--- src/dlvm_params.svh ---
`ifndef DLVM_PARAMS_SVH
`define DLVM_PARAMS_SVH

// Width of one source sample and of one link word.
`define DLVM_SAMPLE_BITS 12
`define DLVM_WORD_BITS 10

// Samples per line for each picture rate, and the active image count.
`define DLVM_TOTAL_60 12'h898
`define DLVM_TOTAL_50 12'hA50
`define DLVM_TOTAL_24 12'hABE
`define DLVM_ACTIVE 12'h780

// Auxiliary word default, legal range and non-picture data mask.
`define DLVM_AUX_DEFAULT 10'h064
`define DLVM_AUX_MIN 10'h004
`define DLVM_AUX_MAX 10'h3FB
`define DLVM_AUX_DATA_MASK 10'h0FF

// Words sent when the source has nothing ready.
`define DLVM_IDLE_LUMA 10'h040
`define DLVM_IDLE_CHROMA 10'h200

// Bit positions inside a low-bit word.
`define DLVM_LOW_INV_BIT 9
`define DLVM_LOW_EP_BIT 8
`define DLVM_LOW_Y_BIT 6
`define DLVM_LOW_CB_BIT 4
`define DLVM_LOW_CR_BIT 2

// Reset values.
`define DLVM_RESET_WORD 10'h000
`define DLVM_RESET_SAMPLE 12'h000

`endif

--- src/dlvm_pkg.sv ---
package dlvm_pkg;

   // Word slot within one sample pair, sent in this order on both links.
   typedef enum logic [1:0] {
      DLVM_PH_CB = 2'b00,
      DLVM_PH_Y0 = 2'b01,
      DLVM_PH_CR = 2'b10,
      DLVM_PH_Y1 = 2'b11
   } dlvm_phase_t;

   // Sample format carried by the two links.
   typedef enum logic {
      DLVM_MODE_422_12 = 1'b0,
      DLVM_MODE_444_10 = 1'b1
   } dlvm_mode_t;

   // Picture rate family, which sets the line length.
   typedef enum logic [1:0] {
      DLVM_RATE_60 = 2'b00,
      DLVM_RATE_50 = 2'b01,
      DLVM_RATE_24 = 2'b10
   } dlvm_rate_t;

   // Component slots inside one sample-pair word from the source.
   typedef enum logic [2:0] {
      DLVM_C_Y0 = 3'h0,
      DLVM_C_Y1 = 3'h1,
      DLVM_C_CB0 = 3'h2,
      DLVM_C_CB1 = 3'h3,
      DLVM_C_CR0 = 3'h4,
      DLVM_C_CR1 = 3'h5,
      DLVM_C_A0 = 3'h6,
      DLVM_C_A1 = 3'h7
   } dlvm_comp_t;

endpackage

--- src/dlvm_fifo.sv ---
`timescale 1ns/1ns
`include "dlvm_params.svh"

// Small synchronous FIFO with a registered output stage.
module dlvm_fifo #(
   parameter int WIDTH = 96,
   parameter int DEPTH = 8
) (
   // Clock, reset and enable.
   input wire logic i_clk,
   input wire logic i_resetn,
   input wire logic i_ce,
   // Filling side.
   input wire logic i_valid,
   input wire logic [WIDTH-1:0] i_data,
   output logic o_ready,
   // Draining side.
   output logic o_valid,
   output logic [WIDTH-1:0] o_data,
   input wire logic i_ready
);

   localparam int AW = $clog2(DEPTH);

   // Depth must be a power of two of at least two for the pointers to wrap.
   if (DEPTH < 2 || (1 << AW) != DEPTH || WIDTH < 1)
   begin : g_bad
      $error("dlvm_fifo: DEPTH must be a power of two >= 2");
   end

   // All state of the FIFO, storage included.
   typedef struct packed {
      logic [DEPTH-1:0][WIDTH-1:0] mem;
      logic [AW-1:0] wptr;
      logic [AW-1:0] rptr;
      logic [AW:0] count;
      logic room; // Set while a slot is free; drives the ready output directly.
      logic out_valid;
      logic [WIDTH-1:0] out_data;
   } dlvm_fifo_st_t;

   dlvm_fifo_st_t st;
   dlvm_fifo_st_t next_st;

   // Writes, output-stage loads and the occupancy count.
   always_comb
   begin
      logic do_wr;
      logic do_ld;
      do_wr = 1'b0;
      do_ld = 1'b0;
      next_st = st;
      do_wr = i_valid && st.room;
      do_ld = (st.count != '0) && (!st.out_valid || i_ready);
      if (do_wr)
      begin
         next_st.mem[st.wptr] = i_data;
         next_st.wptr = AW'(st.wptr + 1'b1);
      end
      // The output register refills as soon as it is consumed or empty.
      if (do_ld)
      begin
         next_st.out_data = st.mem[st.rptr];
         next_st.rptr = AW'(st.rptr + 1'b1);
         next_st.out_valid = 1'b1;
      end
      else if (i_ready)
      begin
         next_st.out_valid = 1'b0;
      end
      next_st.count = (AW+1)'(st.count + {AW'(0), do_wr} - {AW'(0), do_ld});
      next_st.room = (next_st.count != (AW+1)'(DEPTH));
   end

   // State register, frozen while the enable is low.
   always_ff @(posedge i_clk or negedge i_resetn)
   begin
      if (!i_resetn)
      begin
         st <= '0;
         st.room <= 1'b1;
      end
      else if (i_ce)
      begin
         st <= next_st;
      end
   end

   assign o_ready = st.room;
   assign o_valid = st.out_valid;
   assign o_data = st.out_data;

endmodule

--- src/dlvm_lowbit_word.sv ---
`timescale 1ns/1ns
`include "dlvm_params.svh"

// Builds one parity-protected word from the two low bits of the samples.
module dlvm_lowbit_word #(
   parameter bit LUMA_ONLY = 1'b0
) (
   // Low two bits of each component.
   input wire logic [1:0] i_y,
   input wire logic [1:0] i_cb,
   input wire logic [1:0] i_cr,
   // Finished word.
   output logic [9:0] o_word
);

   // Packs the fields, then adds the parity bit and its inverse.
   always_comb
   begin
      logic [7:0] body;
      body = 8'h00;
      body[`DLVM_LOW_Y_BIT +: 2] = i_y;
      if (!LUMA_ONLY)
      begin
         body[`DLVM_LOW_CB_BIT +: 2] = i_cb;
         body[`DLVM_LOW_CR_BIT +: 2] = i_cr;
      end
      o_word = {2'b00, body};
      o_word[`DLVM_LOW_EP_BIT] = ^body;
      o_word[`DLVM_LOW_INV_BIT] = ~(^body);
   end

endmodule

--- src/dlvm_mapper.sv ---
`timescale 1ns/1ns
`include "dlvm_params.svh"

// Summary of operation
// - 4:2:2 luma line 2200/2640/2750 samples from zero.
// - 4:2:2 chroma lines are half the luma count.
// - Split each sample into upper ten, lower two.
// - 4:2:2 link A: all luma, even chroma.
// - 4:2:2 link B: low-bit words plus auxiliary.
// - Even low word: Y, Cb, Cr, reserved.
// - Odd low word: Y low bits, rest reserved.
// - Bit 8 gives even parity over 7..0.
// - Bit 9 is inverse of bit 8.
// - Reserved low-word bits are driven zero.
// - Link A order Cb, Y, Cr, Y.
// - 4:2:2 link B alternates auxiliary and low word.
// - 4:4:4 lines 2200/2640/2750 samples from zero.
// - 4:4:4 link A: all luma, even chroma.
// - 4:4:4 link B: odd chroma, all auxiliary.
// - 4:4:4 link B order Cb, A, Cr, A.
// - 1920 active words; 2200 or 2640 total.
// - 24 Hz lines have 2750 words, last 2749.
// - Absent auxiliary is sent as 64h.
// - Auxiliary avoids 000-003, 3FC-3FF; data 8 bits.
module dlvm_mapper
   import dlvm_pkg::*;
#(
   parameter int FIFO_DEPTH = 8
) (
   // Clock, reset and enable.
   input wire logic i_clk,
   input wire logic i_resetn,
   input wire logic i_ce,
   // Configuration.
   input wire logic i_mode,
   input wire logic [1:0] i_rate,
   input wire logic i_aux_present,
   input wire logic i_aux_nonpicture,
   // Sample-pair stream from the video source.
   input wire logic i_valid,
   input wire logic [95:0] i_pair,
   output logic o_ready,
   // Word clock from the link side.
   input wire logic i_link_clk,
   // Link words and their timing.
   output logic [9:0] o_link_a,
   output logic [9:0] o_link_b,
   output logic o_word_valid,
   output logic [11:0] o_sample_num,
   output logic o_active,
   output logic o_line_start,
   output logic o_underrun
);

   localparam int PAIR_BITS = 8 * `DLVM_SAMPLE_BITS;

   // All state of the mapper.
   typedef struct packed {
      logic lk_s1;               // First synchroniser stage.
      logic lk_s2;               // Second synchroniser stage.
      logic lk_s3;               // Previous level for edge finding.
      dlvm_phase_t phase;        // Word slot sent at the next edge.
      logic [11:0] sample;       // Luma number n of the current pair.
      logic [PAIR_BITS-1:0] cur; // Pair held for slots two to four.
      logic [9:0] out_a;
      logic [9:0] out_b;
      logic out_valid;
      logic [11:0] out_sample;
      logic out_active;
      logic out_line_start;
      logic out_underrun;
      logic out_low;             // Link B word is a low-bit word.
      logic out_low_odd;         // That low-bit word is luma only.
      logic out_aux;             // Link B word is auxiliary.
   } dlvm_map_st_t;

   dlvm_map_st_t st;
   dlvm_map_st_t next_st;

   // FIFO draining side.
   logic f_valid;
   logic [PAIR_BITS-1:0] f_data;
   logic f_pop;
   // Pair in use this slot and derived words.
   logic [PAIR_BITS-1:0] src;
   logic [9:0] low_even;
   logic [9:0] low_odd;
   logic link_edge;
   logic [11:0] total;

   // Sample pairs are buffered so the source may run ahead of the link.
   dlvm_fifo #(
      .WIDTH(PAIR_BITS),
      .DEPTH(FIFO_DEPTH)
   ) u_fifo (
      .i_clk(i_clk),
      .i_resetn(i_resetn),
      .i_ce(i_ce),
      .i_valid(i_valid),
      .i_data(i_pair),
      .o_ready(o_ready),
      .o_valid(f_valid),
      .o_data(f_data),
      .i_ready(f_pop)
   );

   // Returns the twelve-bit component in the given slot of a pair.
   function automatic logic [11:0] comp(input logic [PAIR_BITS-1:0] p, input dlvm_comp_t c);
      comp = p[int'(c) * `DLVM_SAMPLE_BITS +: `DLVM_SAMPLE_BITS];
   endfunction

   // Upper ten bits of a component, the part carried as a whole word.
   function automatic logic [9:0] hi10(input logic [PAIR_BITS-1:0] p, input dlvm_comp_t c);
      logic [11:0] s;
      s = comp(p, c);
      hi10 = s[11:2];
   endfunction

   // Auxiliary word: default when absent, kept clear of the reserved codes.
   function automatic logic [9:0] aux_word(input logic [PAIR_BITS-1:0] p, input dlvm_comp_t c,
                                           input logic present, input logic nonpic);
      logic [9:0] v;
      v = hi10(p, c);
      if (nonpic)
      begin
         v = v & `DLVM_AUX_DATA_MASK;
      end
      if (v < `DLVM_AUX_MIN)
      begin
         v = `DLVM_AUX_MIN;
      end
      else if (v > `DLVM_AUX_MAX)
      begin
         v = `DLVM_AUX_MAX;
      end
      aux_word = present ? v : `DLVM_AUX_DEFAULT;
   endfunction

   // Low-bit word for even sample points: Y, Cb and Cr.
   dlvm_lowbit_word #(
      .LUMA_ONLY(1'b0)
   ) u_low_even (
      .i_y(src[int'(DLVM_C_Y0) * `DLVM_SAMPLE_BITS +: 2]),
      .i_cb(src[int'(DLVM_C_CB0) * `DLVM_SAMPLE_BITS +: 2]),
      .i_cr(src[int'(DLVM_C_CR0) * `DLVM_SAMPLE_BITS +: 2]),
      .o_word(low_even)
   );

   // Low-bit word for odd sample points: Y alone.
   dlvm_lowbit_word #(
      .LUMA_ONLY(1'b1)
   ) u_low_odd (
      .i_y(src[int'(DLVM_C_Y1) * `DLVM_SAMPLE_BITS +: 2]),
      .i_cb(2'b00),
      .i_cr(2'b00),
      .o_word(low_odd)
   );

   // Line length chosen by the picture rate; the spare code falls back to 2200.
   always_comb
   begin
      unique case (dlvm_rate_t'(i_rate))
         DLVM_RATE_60: total = `DLVM_TOTAL_60;
         DLVM_RATE_50: total = `DLVM_TOTAL_50;
         DLVM_RATE_24: total = `DLVM_TOTAL_24;
         default: total = `DLVM_TOTAL_60;
      endcase
   end

   // A new pair is taken only at the first slot, on a word-clock edge.
   assign link_edge = st.lk_s2 && !st.lk_s3;
   assign f_pop = link_edge && (st.phase == DLVM_PH_CB);

   // The first slot reads the FIFO head; idle words fill a starved link.
   always_comb
   begin
      if (st.phase != DLVM_PH_CB)
      begin
         src = st.cur;
      end
      else if (f_valid)
      begin
         src = f_data;
      end
      else
      begin
         src = '0;
         src[int'(DLVM_C_Y0) * 12 +: 12] = {`DLVM_IDLE_LUMA, 2'b00};
         src[int'(DLVM_C_Y1) * 12 +: 12] = {`DLVM_IDLE_LUMA, 2'b00};
         src[int'(DLVM_C_CB0) * 12 +: 12] = {`DLVM_IDLE_CHROMA, 2'b00};
         src[int'(DLVM_C_CB1) * 12 +: 12] = {`DLVM_IDLE_CHROMA, 2'b00};
         src[int'(DLVM_C_CR0) * 12 +: 12] = {`DLVM_IDLE_CHROMA, 2'b00};
         src[int'(DLVM_C_CR1) * 12 +: 12] = {`DLVM_IDLE_CHROMA, 2'b00};
         src[int'(DLVM_C_A0) * 12 +: 12] = {`DLVM_AUX_DEFAULT, 2'b00};
         src[int'(DLVM_C_A1) * 12 +: 12] = {`DLVM_AUX_DEFAULT, 2'b00};
      end
   end

   // Next-state logic: synchroniser, word slots, sample count and outputs.
   always_comb
   begin
      next_st = st;
      next_st.out_valid = 1'b0;
      next_st.out_line_start = 1'b0;
      next_st.out_underrun = 1'b0;
      // Only the second stage reads the first.
      next_st.lk_s1 = i_link_clk;
      next_st.lk_s2 = st.lk_s1;
      next_st.lk_s3 = st.lk_s2;
      if (link_edge)
      begin
         // Both links change on the same edge, word k beside word k.
         next_st.out_valid = 1'b1;
         next_st.out_low = 1'b0;
         next_st.out_low_odd = 1'b0;
         next_st.out_aux = 1'b0;
         next_st.out_sample = st.sample;
         next_st.out_active = (st.sample < `DLVM_ACTIVE);
         unique case (st.phase)
            DLVM_PH_CB:
            begin
               // Keep the pair for the rest of its slots.
               next_st.cur = src;
               next_st.out_underrun = !f_valid;
               next_st.out_line_start = (st.sample == `DLVM_RESET_SAMPLE);
               next_st.out_a = hi10(src, DLVM_C_CB0);
               if (dlvm_mode_t'(i_mode) == DLVM_MODE_422_12)
               begin
                  next_st.out_b = aux_word(src, DLVM_C_A0, i_aux_present,
                                           i_aux_nonpicture);
                  next_st.out_aux = 1'b1;
               end
               else
               begin
                  next_st.out_b = hi10(src, DLVM_C_CB1);
               end
               next_st.phase = DLVM_PH_Y0;
            end
            DLVM_PH_Y0:
            begin
               next_st.out_a = hi10(src, DLVM_C_Y0);
               if (dlvm_mode_t'(i_mode) == DLVM_MODE_422_12)
               begin
                  next_st.out_b = low_even;
                  next_st.out_low = 1'b1;
               end
               else
               begin
                  next_st.out_b = aux_word(src, DLVM_C_A0, i_aux_present,
                                           i_aux_nonpicture);
                  next_st.out_aux = 1'b1;
               end
               next_st.phase = DLVM_PH_CR;
            end
            DLVM_PH_CR:
            begin
               next_st.out_a = hi10(src, DLVM_C_CR0);
               if (dlvm_mode_t'(i_mode) == DLVM_MODE_422_12)
               begin
                  next_st.out_b = aux_word(src, DLVM_C_A1, i_aux_present,
                                           i_aux_nonpicture);
                  next_st.out_aux = 1'b1;
               end
               else
               begin
                  next_st.out_b = hi10(src, DLVM_C_CR1);
               end
               next_st.phase = DLVM_PH_Y1;
            end
            DLVM_PH_Y1:
            begin
               next_st.out_a = hi10(src, DLVM_C_Y1);
               next_st.out_sample = 12'(st.sample + 12'h001);
               next_st.out_active = (12'(st.sample + 12'h001) < `DLVM_ACTIVE);
               if (dlvm_mode_t'(i_mode) == DLVM_MODE_422_12)
               begin
                  next_st.out_b = low_odd;
                  next_st.out_low = 1'b1;
                  next_st.out_low_odd = 1'b1;
               end
               else
               begin
                  next_st.out_b = aux_word(src, DLVM_C_A1, i_aux_present,
                                           i_aux_nonpicture);
                  next_st.out_aux = 1'b1;
               end
               // Pairs advance the luma number by two; chroma counts at half.
               if (12'(st.sample + 12'h002) >= total)
               begin
                  next_st.sample = `DLVM_RESET_SAMPLE;
               end
               else
               begin
                  next_st.sample = 12'(st.sample + 12'h002);
               end
               next_st.phase = DLVM_PH_CB;
            end
         endcase
      end
   end

   // State register, frozen while the enable is low.
   always_ff @(posedge i_clk or negedge i_resetn)
   begin
      if (!i_resetn)
      begin
         st <= '0;
      end
      else if (i_ce)
      begin
         st <= next_st;
      end
   end

   // Outputs straight from the state register.
   assign o_link_a = st.out_a;
   assign o_link_b = st.out_b;
   assign o_word_valid = st.out_valid;
   assign o_sample_num = st.out_sample;
   assign o_active = st.out_active;
   assign o_line_start = st.out_line_start;
   assign o_underrun = st.out_underrun;
endmodule

--- config.mk ---
export PLATFORM = sky130hd
export DESIGN_NAME = dlvm_mapper
export DESIGN_NICKNAME = d
export VERILOG_FILES = /design/src/dlvm_pkg.sv /design/src/dlvm_fifo.sv /design/src/dlvm_lowbit_word.sv /design/src/dlvm_mapper.sv
export VERILOG_INCLUDE_DIRS = /design/src
export SDC_FILE = /design/constraint.sdc
export NUM_CORES = 1
export LEC_CHECK = 0
export CORE_AREA = 2 2 297 299
export CTS_BUF_LIST = sky130_fd_sc_hd__clkbuf_16
export CTS_CLUSTER_SIZE = 8
export DETAILED_ROUTE_END_ITERATION = 10
export DIE_AREA = 0 0 299 301
export DONT_BUFFER_PORTS = 1
export PLACE_DENSITY = 0.67
export RECOVER_POWER = 25
export SLEW_MARGIN = 20
export SYNTH_ARGS = -nofsm -noshare
export SYNTH_HDL_FRONTEND = slang
export SYNTH_SLANG_ARGS = --single-unit
export TNS_END_PERCENT = 5
--- constraint.sdc ---
create_clock -name i_clk -period 3.1 [get_ports i_clk]
set_input_delay 0.31 -clock i_clk [delete_from_list [all_inputs] [get_ports i_clk]]
set_output_delay 0.31 -clock i_clk [all_outputs]
set_load 0.01 [all_outputs]
==> metrics, run 1 <==
final number of hold-violating endpoints 0; max-cap viol count 2; Synth area leader dfrtp_1; final clock period utilization by the worst path 0.891; Ys Warns 0; fillcell total 6849; most frequent cell after synthesis dfrtp_1; CP max stage delay 0.46 ns; fmax 0.362 GHz; layout cell share with drive strength beyond 1 0.348; total track usage 0.231; num rows 108; r2r endpoint st[142]; Final Max Slew Viols 240; Sink Count 944; initial core utilization 0.499; PwrDens 1110 nW/µm²; vias in the first global route 27676; H-tree depth 4; failing checks capacitance limit, slew limit; Worst Path Class, Setup flip-flop to flip-flop; cells after synthesis 3196; post-route cell area 49000 µm²; CP Launch Type flip-flop; Die W 299 µm; Yosys top cell area share 0.547; clk_skew 0.0350 ns; asr flop ratio synth 1.00; Skew-Pair Late Insertion Delay 0.73 ns; DP Area 44200 µm²; First DRT Iteration DRCs 2071; total negative slack 0 ns; P_leak 21.4 nW; Util after Layout 0.567; io pins 143; PostCTS Resize Cnt 0; Slew HR -0.392; Yosys cell types 66; first-pass GRT wire length 161000 µm; R2R depth 12; Avg Synthesized Cell Area 13.5 µm²; Post-Syn Nets 3325; Nets 3361; crit-path max FO 7; Synth area leaders dfrtp_1, mux2_2, mux4_2; VDD IR max 659 µV; Hold Crit Depth 4; Die Ht 301 µm; Die ar. 90000 µm²; grt total ovfl 0; family with the most delay on the worst path simple AND/OR/NAND/NOR gates; Critical path buffers and inverters 2; WP data arrival 3.40 ns; R2R setup slack 0.34 ns; Buffers on Ports 0; CP endpoint kind flip-flop; Via density 5.85; CTS root buffer clkbuf_16; routability cong. 0.856; top cells by count, synth dfrtp_1, mux2_2, nand2_1; RSZ-0062 raised after global routing false; outcome finished with violations; remaining antenna violation count 0; total wire length 102000 µm; Routed WL per cell 23.0 µm; CP cell instances ha_1 > nand3_1 > or2_1 > xnor2_1 > ha_1 > a21oi_1 > inv_1 > o21ai_0 > o211ai_1 > nor2b_1 > buf_4 > nor2_1; largest net degree at the start of global routing 945; Crit Reg-Reg Startpoint st[136]; Inserted Clock Buffers 136; Least-Margin Pin Slew 2.09 ns; FF+latch count, synth 944; Tot Pwr 54.4 mW; CTS tree done; critical path's most frequent cell ha_1; core area 86500 µm²; worst min-delay path startpoint i_mode; Max Root-Sink Buffers 3; Post-synth top flop dfrtp_1; WP data required 3.74 ns; number of synthesized flops with an enable pin 0; DR DRC count 0; Area growth syn-to-layout 13.7%; hold endpoint o_link_b[6]; Vias 25798; Reg clk slew, reported paths 0.05 ns; drt pass-1 iters 6; synthesized area 43100 µm²; final setup fails 0; min-delay worst type primary input to flip-flop; sequential cell area fraction in the yosys report 0.548; Final min period 2.76 ns; Slowest cell on crit path dfrtp_1; initial antenna violation count 4; Detail Placement HPWL 59700 µm
## placed cells by master, fill, tap and decap left out, drive strengths merged, types with 3 or more instances in the layout
cell         count
nor2b           40
a2bb2oi          3
mux2           721
a22oi            3
o21ai          160
clkbuf         143
mux4           176
o221ai           3
o22ai           13
a211oi           5
or2              3
a21o             8
a31oi           16
buf             60
clkinv           7
nand2          245
nand3           47
xor2            10
a21oi          130
dfrtp          943
and2             6
mux2i           92
xnor2           20
nor2           129
dlygate4sd3     94
nor4             7
or3              5
inv             68
a221oi           4
a222oi          10
ha              22
nor3            10
nand2b          12
nand4            9
o211ai           5
## layer usage
layer / global-route usage / vias to the layer above / wire, µm
li1: - / 11514 / -
met1: 0.305 / 13539 / 43700
met2: 0.377 / 562 / 49700
met3: 0.0488 / 179 / 5250
met4: 0.0868 / 4 / 2900
met5: 0 / - / 18
## timing repair
| item | 4_1_cts | 5_1_grt |
|---|---|---|
| endpoints found under the hold margin | 1679 | 399 |
| hold buffers | 93 | 3 |
| setup buffers | 0 | 0 |
## sequential cells by signal, summed over array words and instances, names as in the netlist, 2 cells and up
name,cells
o_link_b,10
u_fifo.o_data,88
o_link_a,10
next_st,2
u_fifo.st,714
st,102
o_sample_num,12
## logic make-up after synthesis
logic type	synth area share
simple gates	0.0530
flops	0.548
buf+inv	0.0340
compound gates	0.0489
xor+xnor	0.00661
mux	0.303
fa+ha+maj	0.00684
## area by class of cell
class / count / area, µm² / area share
clock inverters: 24 / 278 / 0.00566
diodes: 2 / 5.00 / 0.000102
flip-flops and latches: 944 / 23600 / 0.482
clock buffers: 138 / 3450 / 0.0704
well taps: 1155 / 1450 / 0.0295
repair buffers: 159 / 1890 / 0.0386
multi-input cells: 1939 / 18100 / 0.370
inverters: 52 / 195 / 0.00398
## tightest hold or removal path, cell delays in order
cell	delay, ns
nand2_1	0.11
o211ai_1	0.10
o21ai_0	0.09
mux2_2	0.15
## stage by stage
| stage | std cells | hold WS (ns) | setup slack [ns] |
|---|---|---|---|
| 6_report | 4413 | 0.0767 | 0.338 |
| 5_1_grt | 4413 | 0.106 | 0.0932 |
| 3_5_place_dp | 4148 | 0.0789 | 0.367 |
| 3_3_place_gp | 4148 | 0.0837 | 0.384 |
| 2_1_floorplan | 3196 | 0.0144 | 0.461 |
| 4_1_cts | 4403 | -0.710 | 0.343 |
## worst max-delay path by stage
stage	slack, ns	startpoint	cells after the start	end
2_1_floorplan	0.46	st[147]	14	u_fifo.o_ready
3_3_place_gp	0.38	st[136]	12	st[137]
3_5_place_dp	0.37	st[136]	12	st[138]
4_1_cts	0.34	st[136]	12	st[142]
5_1_grt	0.09	st[136]	12	st[142]
6_report	0.34	st[136]	12	st[142]
## where the power goes
group	total [mW]	switching, mW	internal (mW)
Clock	13.2	5.26	7.97
Sequential	21.9	3.71	18.2
Combinational	19.3	8.84	10.4
Total	54.4	17.8	36.6
Note: power is estimated with default switching activity, not from simulation.
==> run 2, diff against run 1 <==
--- a/config.mk
+++ b/config.mk
@@ -12,6 +12,7 @@
 export DETAILED_ROUTE_END_ITERATION = 10
 export DIE_AREA = 0 0 299 301
 export DONT_BUFFER_PORTS = 1
+export GPL_TIMING_DRIVEN = 0
 export PLACE_DENSITY = 0.67
 export RECOVER_POWER = 25
 export SLEW_MARGIN = 20
==> metrics, run 2 (same netlist as run 1, synthesis figures left out) <==
Die W 299 µm (unchanged); RSZ-0062 raised after global routing true; Max Root-Sink Buffers 3 (unchanged); Util after Layout 0.572 (+0.00540); VDD IR max 648 µV (-1.6%); core area 86500 µm² (unchanged); CP Launch Type flip-flop; First DRT Iteration DRCs 2077 (+0.29%); family with the most delay on the worst path buffers and inverters; initial core utilization 0.499 (unchanged); CP max stage delay 0.76 ns (+0.30 ns); post-route cell area 49500 µm² (+0.95%); Skew-Pair Late Insertion Delay 0.74 ns (about the same); WP data required 3.70 ns (-0.04 ns); final worst slack -0.0687 ns (-0.407 ns); Nets 3563 (+6.0%); initial antenna violation count 6 (+2); num rows 108 (unchanged); Buffers on Ports 0 (unchanged); Slowest cell on crit path clkbuf_1; Die ar. 90000 µm² (unchanged); total wire length 120000 µm (+18%); Sink Count 944 (unchanged); Vias 27455 (+6.4%); PwrDens 1140 nW/µm² (+2.3%); Die Ht 301 µm (unchanged); Final min period 3.17 ns (+0.407 ns); Inserted Clock Buffers 136 (unchanged); Crit Reg-Reg Startpoint u_fifo.o_ready; final setup fails 20 (+20); H-tree depth 4 (unchanged); min-delay worst type primary input to asynchronous set/reset pin; fmax 0.316 GHz (-13%); Least-Margin Pin Slew 2.08 ns (-0.00909 ns); Final Max Slew Viols 155 (-35%); DP Area 44600 µm² (+0.89%); Detail Placement HPWL 79400 µm (+33%); Reg clk slew, reported paths 0.05 ns (about the same); largest register by flop count u_fifo.st; final number of hold-violating endpoints 154 (+154); Crit. path cell count 7 (-5); total track usage 0.270 (+0.0399); hold buffer count at CTS 92 (-1.1%); io pins 143 (unchanged); final clock period utilization by the worst path 1.02 (+0.131); max-cap viol count 1 (-1); crit-path max FO 10 (+3); clk_skew 0.0227 ns (-0.0123 ns); drt pass-1 iters 7 (+1); Worst Path Class, Setup flip-flop to flip-flop; CTS root buffer clkbuf_16; P_leak 21.8 nW (+1.9%); WP data arrival 3.77 ns (+0.37 ns); layout cell share with drive strength beyond 1 0.355 (+0.00689); Post-Place Cells 4352 (+4.9%); first-pass GRT wire length 183000 µm (+14%); critical path's most frequent cell buf_2; Critical path buffers and inverters 3 (+1); largest net degree at the start of global routing 945 (unchanged); Tot Pwr 56.2 mW (+3.3%); R2R depth 7 (-5); Area growth syn-to-layout 14.7%; routability cong. 0.953 (+11%); commonest non-fill, non-tap cell in the layout dfrtp_1; Slew HR -0.386 (+0.00606); Largest register FFs 714 (unchanged); grt total ovfl 0 (unchanged); remaining antenna violation count 0 (unchanged); outcome finished with violations; DR DRC count 0 (unchanged); WHS -0.724 ns (-0.801 ns); post-route insts no fill 4614 (+4.6%); CP cell instances and2_4 > nand3_1 > or3_1 > clkbuf_1 > buf_2 > buf_2 > mux2_2; Routed WL per cell 25.9 µm (+12%); CP endpoint kind flip-flop; Via density 5.95 (+1.8%); failing checks hold timing, capacitance limit, slew limit, setup timing; most frequent cells in the layout dfrtp_1, mux2_2, nand2_1; CTS tree done; CP Launch Point u_fifo.o_ready; vias in the first global route 29302 (+5.9%)
-- run 2: cell count changes in the layout (fill, tap and decap cells not counted), sizes merged --
cell	change
clkbuf	+111
clkinvlp	+1
diode	+2
inv	-3
bufinv	-1
clkinv	+2
buf	+91
dlygate4sd3	-2
-- run 2: final timing paths --
check / slack [ns] / end
max: -0.07 / u_fifo.st[295]
min: -0.72 / u_fifo.st[190]
max reg2reg: -0.07 / u_fifo.st[295]
min reg2reg: 0.47 / st[81]
max in group asynchronous: 0.54 / u_fifo.st[254]
min in group i_clk: 0.07 / u_fifo.st[99]
-- run 2: power breakdown --
part	switching, mW	internal (mW)	total, mW
clock	5.46	7.85	13.3
sequential	3.54	18.2	21.7
combinational	10.6	10.6	21.2
-- run 2: what timing repair did --
| action | CTS | global route |
|---|---|---|
| endpoints found under the hold margin | 1656 | 154 |
| setup endpoints to repair | 249 | 120 |
| gates resized for setup | 17 | 17 |
| pin swaps | 0 | 3 |
| buffers inserted | 0 | 1 |
-- run 2: routing by layer --
| layer | wire (µm) | up-vias | GRT usage |
|---|---|---|---|
| met5 | 0 | - | 0 |
| met4 | 4180 | 0 | 0.104 |
| met3 | 6650 | 205 | 0.0492 |
| met2 | 57800 | 850 | 0.438 |
| met1 | 50900 | 14508 | 0.366 |
| li1 | - | 11892 | - |
-- run 2: cell type report --
class | count | area (µm²)
well taps | 1155 | 1450
inverters | 52 | 195
repair buffers | 100 | 1070
flip-flops and latches | 944 | 23600
multi-input cells | 1939 | 18100
clock buffers | 136 | 3400
plain buffers | 261 | 1300
clock inverters | 23 | 337
diodes | 4 | 10.0
fillers | 6816 | 37000
-- run 2: metrics by stage --
step           setup slack [ns]  hold slack (ns)  setup TNS, ns
2_1_floorplan             0.461           0.0144              0
3_3_place_gp             -0.589           0.0612         -89.05
3_5_place_dp             -0.360           0.0618         -22.25
4_1_cts                 -0.0858           -0.735          -2.11
5_1_grt                 -0.0847           -0.768          -1.44
6_report                -0.0687           -0.724         -0.876
==> run 3, diff against run 2 <==
--- a/config.mk
+++ b/config.mk
@@ -6,14 +6,16 @@
 export SDC_FILE = /design/constraint.sdc
 export NUM_CORES = 1
 export LEC_CHECK = 0
-export CORE_AREA = 2 2 297 299
+export CELL_PAD_IN_SITES_DETAIL_PLACEMENT = 0
+export CELL_PAD_IN_SITES_GLOBAL_PLACEMENT = 2
+export CORE_AREA = 4 4 312 314
 export CTS_BUF_LIST = sky130_fd_sc_hd__clkbuf_16
 export CTS_CLUSTER_SIZE = 8
 export DETAILED_ROUTE_END_ITERATION = 10
-export DIE_AREA = 0 0 299 301
+export DIE_AREA = 0 0 316 318
 export DONT_BUFFER_PORTS = 1
 export GPL_TIMING_DRIVEN = 0
-export PLACE_DENSITY = 0.67
+export PLACE_DENSITY = 0.87
 export RECOVER_POWER = 25
 export SLEW_MARGIN = 20
 export SYNTH_ARGS = -nofsm -noshare
==> metrics, run 3 (same netlist as run 1, synthesis figures left out) <==
outcome finished with violations; failing checks hold timing, capacitance limit, slew limit, setup timing; R2R depth 6 (-1); routability cong. 0.860 (-9.8%); WP data required 3.70 ns (about the same); Reg clk slew, reported paths 0.05 ns (about the same); Tot Pwr 55.7 mW (-1.0%); max-cap viol count 1 (unchanged); Die ar. 100000 µm² (+12%); Max Root-Sink Buffers 3 (unchanged); Final Max Slew Viols 253 (+63%); CP Launch Type flip-flop; initial core utilization 0.456 (-0.0427); R2R setup slack -0.004 ns (+0.06 ns); Vias 27049 (-1.5%); initial antenna violation count 4 (-2); Area growth syn-to-layout 14.9%; WHS -0.709 ns (+0.0156 ns); first-pass GRT wire length 178000 µm (-2.8%); core area 94600 µm² (+9.4%); Largest register FFs 714 (unchanged); post-route insts no fill 4725 (+2.4%); total wire length 116000 µm (-2.9%); Least-Margin Pin Slew 2.36 ns (+0.279 ns); most frequent cells in the layout dfrtp_1, mux2_2, nand2_1; final number of hold-violating endpoints 230 (+49%); CP endpoint kind flip-flop; largest net degree at the start of global routing 945 (unchanged); Die Ht 318 µm (+5.6%); Die W 316 µm (+5.7%); WP data arrival 3.70 ns (-0.07 ns); Critical Path End u_fifo.o_data[34]; CTS tree done; Via density 5.72 (-3.8%); num rows 113 (+4.6%); r2r endpoint u_fifo.o_data[34]; First DRT Iteration DRCs 2095 (+0.87%); grt total ovfl 0 (unchanged); io pins 143 (unchanged); crit-path max FO 10 (unchanged); final worst slack -0.00428 ns (+0.0644 ns); Nets 3564 (+0.028%); largest register by flop count u_fifo.st; H-tree depth 4 (unchanged); CP Launch Point u_fifo.st[104]; Sink Count 944 (unchanged); RSZ-0062 raised after global routing true; P_leak 21.8 nW (about the same); fmax 0.322 GHz (+2.1%); min-delay worst type primary input to asynchronous set/reset pin; Buffers on Ports 0 (unchanged); Final min period 3.10 ns (-0.0644 ns); Post-Place Cells 4463 (+2.6%); Worst Path Class, Setup flip-flop to flip-flop; layout cell share with drive strength beyond 1 0.355 (+0.000663); drt pass-1 iters 8 (+1); Inserted Clock Buffers 136 (unchanged); final setup fails 1 (-95%); Routed WL per cell 24.6 µm (-5.2%); final clock period utilization by the worst path 1.00 (-0.0208); commonest non-fill, non-tap cell in the layout dfrtp_1; CTS root buffer clkbuf_16; Detail Placement HPWL 76100 µm (-4.2%); DR DRC count 0 (unchanged); VDD IR max 580 µV (-11%); Skew-Pair Late Insertion Delay 0.72 ns (-0.02 ns); PwrDens 1120 nW/µm² (-1.2%); clk_skew 0.0236 ns (+0.000907 ns); vias in the first global route 28129 (-4.0%); total track usage 0.234 (-0.0366); remaining antenna violation count 0 (unchanged); Crit Reg-Reg Startpoint u_fifo.st[104]; Util after Layout 0.524 (-0.0482); Slew HR -0.573 (-0.186)
==> run 3: power breakdown <==
part	leakage (nW)	switching (mW)	total, mW	internal, mW
Combinational	8.27	10.2	20.8	10.6
Sequential	11.7	3.44	21.6	18.2
Clock	1.84	5.21	13.2	8.02
==> run 3: timing repair <==
action / 4_1_cts / 5_1_grt
endpoints found under the setup margin: 165 / 63
cloned: 0 / 0
hold buffers: 93 / 1
gates resized for setup: 13 / 17
buffers inserted: 1 / 0
hold endpoints to repair: 1655 / 307
pin swaps: 2 / 1
==> run 3: layout make-up <==
class	count	area (µm²)
Multi-Input combinational cell	1939	18100
Sequential cell	944	23600
Buffer	261	1310
Fill cell	7920	45000
Clock buffer	142	3550
Antenna cell	3	7.51
Tap cell	1265	1580
Inverter	52	195
Timing Repair Buffer	101	1070
Clock inverter	18	133
==> run 3: worst max-delay path, cell delays in order, from the launching register on <==
cell	delay [ns]
dfrtp_1	0.32
clkbuf_1	0.34
clkbuf_2	0.57
clkbuf_1	0.88
mux4_2	0.44
mux2i_1	0.29
a21oi_1	0.11
==> run 3: through the flow <==
step / cell area, µm² / worst slack, ns / TNS [ns]
global placement: 44700 / -0.795 / -203.27
global route: 49600 / -0.0307 / -0.148
detailed placement: 44800 / -0.394 / -14.28
finish: 49600 / -0.00428 / -0.00428
CTS: 49400 / 0.00493 / 0
floorplan: 43100 / 0.461 / 0
==> run 3: routing by layer <==
metal	track usage	up-vias	part of all wire
met5	0	-	0
met4	0.0743	0	0.028
met3	0.0374	173	0.045
met2	0.373	635	0.48
met1	0.330	14304	0.45
li1	-	11937	-
==> run 3: how the worst min path moves through the flow <==
| stage | start | end |
|---|---|---|
| after floorplan | i_resetn | next_st[149] |
| after global routing | i_resetn | u_fifo.st[186] |
| final | i_resetn | u_fifo.st[282] |
| after CTS | i_resetn | u_fifo.st[186] |
| after global placement | i_resetn | u_fifo.st[186] |
| after detailed placement | i_resetn | u_fifo.st[186] |
